File: config.mk
export PLATFORM = sky130hd
export DESIGN_NAME = gpb_port
export DESIGN_NICKNAME = d
export VERILOG_FILES = /design/src/design/gpb_pkg.sv /design/src/design/gpb_sync.sv /design/src/design/gpb_port.sv
export SDC_FILE = /design/constraint.sdc
export NUM_CORES = 1
export LEC_CHECK = 0
export BUFFER_PORTS_ARGS = -buffer_cell sky130_fd_sc_hd__buf_4
export CAP_MARGIN = 0
export CORE_MARGIN = 3
export CORE_UTILIZATION = 48
export DETAILED_ROUTE_END_ITERATION = 8
export PLACE_DENSITY = 0.78
export SYNTH_ARGS = -nofsm -noshare
export SYNTH_HDL_FRONTEND = slang
export SYNTH_SLANG_ARGS = --single-unit
File: constraint.sdc
create_clock -name clock -period 1.05 [get_ports clock]
set_input_delay 0 -clock clock [delete_from_list [all_inputs] [get_ports clock]]
set_output_delay 0 -clock clock [all_outputs]
set_load 0.005 [all_outputs]
File: src/design/gpb_pkg.sv
package gpb_pkg;

  // port geometry
  localparam int         PORT_W       = 8;
  localparam int         EXT_IRQ_W    = 4;
  localparam int         PROG_CLK_BIT = 6;
  localparam int         PROG_DAT_BIT = 7;

  // pins taking part in change detection
  localparam logic [7:0] CHG_MASK     = 8'hf0;

  // reset values
  localparam logic [7:0] DIR_RST      = 8'hff;
  localparam logic [7:0] LAT_RST      = 8'h00;
  localparam logic       PU_DIS_RST   = 1'b1;
  localparam logic [7:0] SYNC_RST     = 8'h00;

  // byte-wide write strobe with its data
  typedef struct packed {
    logic       en;
    logic [7:0] data;
  } gpb_wr_type;

  // single-bit write strobe with its data
  typedef struct packed {
    logic en;
    logic data;
  } gpb_bit_wr_type;

  // pad drive towards the pins
  typedef struct packed {
    logic [7:0] out;
    logic [7:0] oe;
    logic [7:0] pullup_en;
  } gpb_pad_type;

endpackage

File: src/design/gpb_sync.sv
`timescale 1ns/1ps
module gpb_sync #(
  parameter int W = 8
) (
  input  wire logic         clock,
  input  wire logic         rst,
  input  wire logic [W-1:0] async_in,
  output logic      [W-1:0] stable
);

  logic [W-1:0] meta_ff;
  logic [W-1:0] s2_ff;
  logic [W-1:0] s3_ff;
  logic [W-1:0] stable_ff;
  wire  [W-1:0] agree;
  wire  [W-1:0] nxt_stable;

  // a bit moves only once stages two and three agree
  assign agree      = ~(s2_ff ^ s3_ff);
  assign nxt_stable = (s3_ff & agree) | (stable_ff & ~agree);
  assign stable     = stable_ff;

  // three-stage chain, first stage read only by the second
  always_ff @(posedge clock) begin
    if (rst) begin
      meta_ff   <= '0;
      s2_ff     <= '0;
      s3_ff     <= '0;
      stable_ff <= '0;
    end else begin
      meta_ff   <= async_in;
      s2_ff     <= meta_ff;
      s3_ff     <= s2_ff;
      stable_ff <= nxt_stable;
    end
  end

endmodule

File: src/design/gpb_port.sv
`timescale 1ns/1ps
// Function
// - eight independent bidirectional port pins
// - direction one: driver off, pin input
// - direction zero: pin driven from latch
// - latch register reads back latch value
// - level read gives pins, write updates latch
// - one active-low bit enables all pull-ups
// - pull-up off on any output pin
// - pull-ups disabled after reset
// - only upper four input pins compared
// - compare pins with snapshot from last access
// - OR of mismatches sets change flag
// - change flag can wake the device
// - port access refreshes snapshot, except mem-move
// - mismatch keeps setting flag; access then clear
// - lower four pins double as external interrupts
// - pin six programming clock, seven programming data
module gpb_port #(
  parameter int W = gpb_pkg::PORT_W
) (
  input  wire logic                    clock,
  input  wire logic                    rst,
  input  wire logic [W-1:0]            pad_in,
  output gpb_pkg::gpb_pad_type         pad,
  input  wire gpb_pkg::gpb_wr_type     dir_wr,
  input  wire gpb_pkg::gpb_wr_type     latch_wr,
  input  wire gpb_pkg::gpb_wr_type     level_wr,
  input  wire logic                    level_rd,
  input  wire logic                    mem_to_mem_move_instr,
  input  wire gpb_pkg::gpb_bit_wr_type pullup_wr,
  input  wire logic                    change_irq_en,
  input  wire logic                    change_flag_clr,
  output logic [W-1:0]                 b_pin_level_reg,
  output logic [W-1:0]                 b_direction_reg,
  output logic [W-1:0]                 b_output_latch_reg,
  output logic                         pullup_disable_n,
  output logic                         change_irq_flag,
  output logic                         change_irq_req,
  output logic                         wake_req,
  output logic [3:0]                   lower_irq_pins,
  output logic                         prog_clock_pin,
  output logic                         prog_data_pin
);

  logic [W-1:0]         level_ff;
  logic [W-1:0]         dir_ff;
  logic [W-1:0]         latch_ff;
  logic [W-1:0]         snap_ff;
  logic                 pu_dis_ff;
  logic                 flag_ff;
  logic                 req_ff;
  logic                 wake_ff;
  logic [3:0]           ext_ff;
  logic                 prog_clk_ff;
  logic                 prog_dat_ff;
  gpb_pkg::gpb_pad_type pad_ff;
  wire  [W-1:0]         pin_sync;
  wire  [W-1:0]         nxt_dir;
  wire  [W-1:0]         nxt_latch;
  wire                  nxt_pu_dis;
  wire  [W-1:0]         mismatch;
  wire                  any_mismatch;
  wire                  port_access;
  wire                  snap_load;
  wire                  nxt_flag;

  // pin levels pass the three-stage synchroniser
  gpb_sync #(
    .W (W)
  ) u_sync (
    .clock    (clock),
    .rst      (rst),
    .async_in (pad_in),
    .stable   (pin_sync)
  );

  // register write selection, latch register write wins a tie
  assign nxt_dir    = dir_wr.en ? dir_wr.data : dir_ff;
  assign nxt_latch  = latch_wr.en ? latch_wr.data :
                      (level_wr.en ? level_wr.data : latch_ff);
  assign nxt_pu_dis = pullup_wr.en ? pullup_wr.data : pu_dis_ff;

  // change detection on the upper input pins
  assign mismatch     = (level_ff ^ snap_ff) & dir_ff & gpb_pkg::CHG_MASK;
  assign any_mismatch = |mismatch;
  assign port_access  = level_rd | level_wr.en;
  assign snap_load    = port_access & ~mem_to_mem_move_instr;
  // set wins over a clear in the same cycle
  assign nxt_flag     = any_mismatch | (flag_ff & ~change_flag_clr);

  // control and pad registers
  always_ff @(posedge clock) begin
    if (rst) begin
      dir_ff           <= gpb_pkg::DIR_RST;
      latch_ff         <= gpb_pkg::LAT_RST;
      pu_dis_ff        <= gpb_pkg::PU_DIS_RST;
      pad_ff.out       <= gpb_pkg::LAT_RST;
      pad_ff.oe        <= ~gpb_pkg::DIR_RST;
      pad_ff.pullup_en <= '0;
    end else begin
      dir_ff           <= nxt_dir;
      latch_ff         <= nxt_latch;
      pu_dis_ff        <= nxt_pu_dis;
      pad_ff.out       <= nxt_latch;
      pad_ff.oe        <= ~nxt_dir;
      pad_ff.pullup_en <= nxt_dir & {W{~nxt_pu_dis}};
    end
  end

  // pin levels, snapshot and change flag
  always_ff @(posedge clock) begin
    if (rst) begin
      level_ff    <= gpb_pkg::SYNC_RST;
      snap_ff     <= gpb_pkg::SYNC_RST;
      flag_ff     <= 1'b0;
      req_ff      <= 1'b0;
      wake_ff     <= 1'b0;
      ext_ff      <= '0;
      prog_clk_ff <= 1'b0;
      prog_dat_ff <= 1'b0;
    end else begin
      level_ff    <= pin_sync;
      snap_ff     <= snap_load ? level_ff : snap_ff;
      flag_ff     <= nxt_flag;
      req_ff      <= nxt_flag & change_irq_en;
      wake_ff     <= nxt_flag;
      ext_ff      <= pin_sync[3:0];
      prog_clk_ff <= pin_sync[gpb_pkg::PROG_CLK_BIT];
      prog_dat_ff <= pin_sync[gpb_pkg::PROG_DAT_BIT];
    end
  end

  // outputs straight from flops
  assign pad                = pad_ff;
  assign b_pin_level_reg    = level_ff;
  assign b_direction_reg    = dir_ff;
  assign b_output_latch_reg = latch_ff;
  assign pullup_disable_n   = pu_dis_ff;
  assign change_irq_flag    = flag_ff;
  assign change_irq_req     = req_ff;
  assign wake_req           = wake_ff;
  assign lower_irq_pins     = ext_ff;
  assign prog_clock_pin     = prog_clk_ff;
  assign prog_data_pin      = prog_dat_ff;
endmodule

Word-level counts from Yosys, hierarchy flattened
Cells that the tools add are included. Widths: inputs -> output; s select.

Word-level logic and storage cells: 40. Register bits after elaboration: 89. Memory bits (read-only): 0. Output and inout port bits: 58. Input port bits: 43. Memories kept: 0. Latch bits: 0. RAM bits: 0.

Shift-type cells: 0. $lt $le $gt $ge: 0. Div/mod/pow operators: 0. Reductions and logical operators: 2. Eq/ne operators: 0. Multiply operators: 0. Muxes and demuxes: 4. $add $sub $neg: 0. Bitwise logic cells: 18.

Operators by type and width (number): $and 8x8->8 (4); $mux 8 (3); $not 8->8 (3); $xor 8x8->8 (2); $or 8x8->8 (1); $reduce_or 4->1 (1); $and 1x1->1 (3); $not 1->1 (3); $or 1x1->1 (2); $reduce_bool 2->1 (1); $mux 1 (1).

Logic depth before layout (Yosys ltp)
Depth after elaboration: 5. Gate-level depth with buffers: 4. Depth with buffers taken out: 3.

By module
A second synthesis with hierarchy kept.

Cells, all modules: 238. Area total of the unflattened synthesis: 2671.3 um^2.

By module, submodules not included: gpb_port (area each 1747.9 um^2, times used 1, seq. area each 940.9 um^2, cells each 155); gpb_sync (area each 923.4 um^2, times used 1, seq. area each 640.6 um^2, cells each 83).

Worst setup path after synthesis
Ideal clock, no wire load.

Kind: reg2reg. From: register level_ff[7] (netlist: b_pin_level_reg[7]). To: register req_ff (netlist: change_irq_req). Clock period less this slack: 0.953 ns. Setup time: 0.136 ns. Slack: 0.097 ns. Data required time: 0.914 ns. Cell stages (with the launch flop): 4. Arrival: 0.817 ns. Path buffers: 0. Cell sequence: dfxtp_1 xor2_1 a22oi_1 a311oi_2.

Cells in the longest elaborated chain, start to end: 5.

RTL lines: start, declared (RTL line gpb_port.sv:46) `logic [W-1:0] level_ff;`; start signal, assigned (RTL line gpb_port.sv:114) `level_ff <= gpb_pkg::SYNC_RST;`; start signal, assigned (RTL line gpb_port.sv:123) `level_ff <= pin_sync;`; $xor 8x8->8 (RTL line gpb_port.sv:85) `assign mismatch = (level_ff ^ snap_ff) & dir_ff & gpb_pkg::CHG_MASK;`; $and 8x8->8 (RTL line gpb_port.sv:85); $reduce_or 4->1 (RTL line gpb_port.sv:86) `assign any_mismatch = |mismatch;`; $or 1x1->1 (RTL line gpb_port.sv:90) `assign nxt_flag = any_mismatch | (flag_ff & ~change_flag_clr);`; $and 1x1->1 (RTL line gpb_port.sv:126) `req_ff <= nxt_flag & change_irq_en;`; end signal, assigned (RTL line gpb_port.sv:126); end, declared (RTL line gpb_port.sv:52) `logic req_ff;`.

No other way between the ends. A chain may end at the register's enable or synchronous reset.

Worst setup path after layout
From: register level_ff[5] (netlist: b_pin_level_reg[5]). To: register req_ff (netlist: change_irq_req).

The elaborated chain is that of the path after synthesis.

==> flow_summary.yaml <==
routing:
  wl_met1_microns: 2190
  dr_wl_met2_microns: 2560
  vias: 1929
  via_per_inst: 4.52
  top_layer: "met4"
  wirelength_microns: 5410
  first_iter_violations: 68
  detail_route.first_pass.iterations: 4
  avgRoutedWirePerCell_microns: 12.7
  ant_nets: 0
  drc_errors: 0
  dr_wl_met3_microns: 519
pwr:
  p_leak_nw: 1.81
  finalPower_mw: 5.84
  max-vdd-ir-drop_v: 0.00109
  power_density_nw_per_um2: 1530
die:
  io_pins: 101
  num_rows: 26
  core_area_sq_um: 5270
  initial_core_util_pct: 50.9
  dieArea_sq_um: 6520
  die_w_microns: 80.8
  die_height_microns: 80.8
cells_and_area:
  drive_gt1_share_pct: 38.7
  nets: 396
  diodes: 0
  final_core_util_pct: 72.4
  syn2layout_area_growth_pct: 42.2
  final_area_sq_um: 3820
  stdcell_count: 427
sta:
  drv_slew: 0
  hold_ws_ns: 0.000540
  fmax_mhz: 1030
  tightest_slew_ns: 0.227
  finalSetupViolCount: 0
  fin_crit_ns: 0.967
  clock_skew_ns: 0.00730
  period_share_pct: 92.1
  rsz0062_at_grt: "true"
  setup_ws_ns: 0.0825
  slew_headroom_pct: 84.5
  hold_violations: 0
  fin_setup_tns_ns: 0
worst_setup_path:
  worstPathArrival_ns: 1.23
  cp_max_fo: 3
  path_class: "flop to flop"
  end_kind: "flop"
  critPathSlowestCell: "dfxtp_2"
  cpPeakStageDelay_ns: 0.35
  cp.required_ns: 1.31
  critPathTopFamily: "compound AO/OA/AOI/OAI gates"
  crit_chain: "xor2_1, a21oi_1, a311oi_2"
  crit_path_start_kind: "flop"
  crit_buf_inv: 0
yosys:
  avgSynthCellArea_sq_um: 11.2
  synth_xor_area_share_pct: 1.31
  synth_top_family_by_area: "simple AND/OR/NAND/NOR gates"
  syn-num-nets: 282
  seq_area_frac_synth_pct: 58.9
  synth-compound-area-share_pct: 5.27
  synthAdderAreaFrac_pct: 0
  synth_cell_type_count: 23
  yosys_warnings: 0
  synthCells: 239
  synth_simple_gate_area_share_pct: 14.2
  syn-cell-area_sq_um: 2680
  synth-seq-cells: 79
  muxShareOfSynthArea_pct: 11.9
grt:
  antenna_found_initial: 0
  grt-ovfl-total: 0
  grt_max_degree: 40
  grt_pass1_vias: 1886
  grt_pass1_wl_microns: 8570
  track_usage_pct: 17.4
clock_tree:
  cts_max_level: 3
  cts.sinks: 79
  clk_latency_ns: 0.34
  cts_tree: "done"
  clockBufferDepth: 2
  cts-buffers-inserted: 9
  cts_root_buffer: "clkbuf_8"
  clk_pin_slew_worst_paths_ns: 0.07
placement:
  place_ws_ns: 0.0587
  gp_congestion: 0.726
  placed_cells: 386
  placed_cell_area_sq_um: 3370
  numPortBuffers: 100
  dp_hpwl_microns: 3670
worst_hold_path:
  hold_path_class: "primary input to flop"
job:
  maxCapViolCount: 0
outcome:
  status: "complete, no violations"
cells in the final DEF (no fill, tap or decap):
master / count
a22oi_2: 1
nor2b_1: 34
o21ai_0: 8
nand2b_1: 2
a311oi_2: 1
a21oi_1: 9
a31oi_1: 1
dlygate4sd3_1: 26
clkbuf_8: 12
xor2_1: 4
nand2_1: 9
dfxtp_1: 78
mux2i_1: 20
inv_2: 6
buf_4: 102
and2b_1: 6
nor2_2: 1
dfxtp_2: 1
o21bai_4: 1
a211o_2: 1
buf_12: 1
nor2_1: 19
mux2_4: 8
inv_1: 3
clkinv_2: 2
clkinvlp_4: 1
final timing paths:
path,start,to,slack [ns],cells past startpoint
setup / recovery,b_pin_level_reg[5],change_irq_req,0.08,3
hold / removal,pullup_wr[0],pullup_disable_n,0.0005,2
setup reg to reg,b_pin_level_reg[5],change_irq_req,0.08,3
hold reg to reg,u_sync.meta_ff[6],u_sync.s2_ff[6],0.44,1
where the power goes:
group          switching, mW  internal (mW)  total (mW)
combinational          0.226          0.414       0.640
sequential            0.0591           3.12        3.18
clock                  0.989           1.03        2.02
layout make-up:
type	instances	area, sq um
multi-input combinational	125	885
clock inverter	3	17.5
timing repair buffer	129	1050
sequential	79	1580
inverter	9	33.8
clock buffer	12	165
fill	381	1450
tap	70	87.6
worst register-to-register path, stage by stage, from the launching register on:
cell and delay, ns:
dfxtp_2 0.35, xor2_1 0.16, a21oi_1 0.11, a311oi_2 0.26
synthesized netlist by cell type:
cell type | n | area, sq um
o21bai_4 | 1 | 18.8
a21oi_1 | 9 | 45.0
nor2_2 | 1 | 6.26
buf_4 | 15 | 113
o21ai_0 | 8 | 40.0
a311oi_2 | 1 | 15.0
buf_6 | 4 | 45.0
a211o_1 | 1 | 8.76
a31oi_1 | 1 | 6.26
dfxtp_1 | 79 | 1580
mux2i_1 | 20 | 200
and2b_1 | 6 | 45.0
nand2_1 | 9 | 33.8
nor2b_1 | 34 | 213
nand2b_1 | 2 | 12.5
clkbuf_1 | 2 | 7.51
xor2_1 | 4 | 35.0
a22oi_1 | 1 | 7.51
inv_2 | 6 | 22.5
buf_2 | 5 | 25.0
inv_1 | 3 | 11.3
mux2_4 | 8 | 120
nor2_1 | 19 | 71.3
routing by layer:
metal | track usage, % | up-vias
met5 | 0 | -
met4 | 9.97 | 0
met3 | 5.54 | 13
met2 | 29.7 | 75
met1 | 18.9 | 864
li1 | - | 977
cells by family (layout without fill, tap and decap cells):
logic type,count (synthesis),after routing
AND/OR/NAND/NOR,71,71
buffers and inverters,35,153
flip-flops,79,79
XOR/XNOR,4,4
multiplexers,28,28
AO/OA/AOI/OAI,22,22
repair_timing:
action | 4_1_cts | 5_1_grt
hold endpoints to repair | 29 | 0
hold buffers | 26 | 0
setup endpoints to repair | 0 | 3
buffers inserted | 0 | 0
gates resized for setup | 0 | 3
No activity file was read; power rests on OpenSTA's default activity.
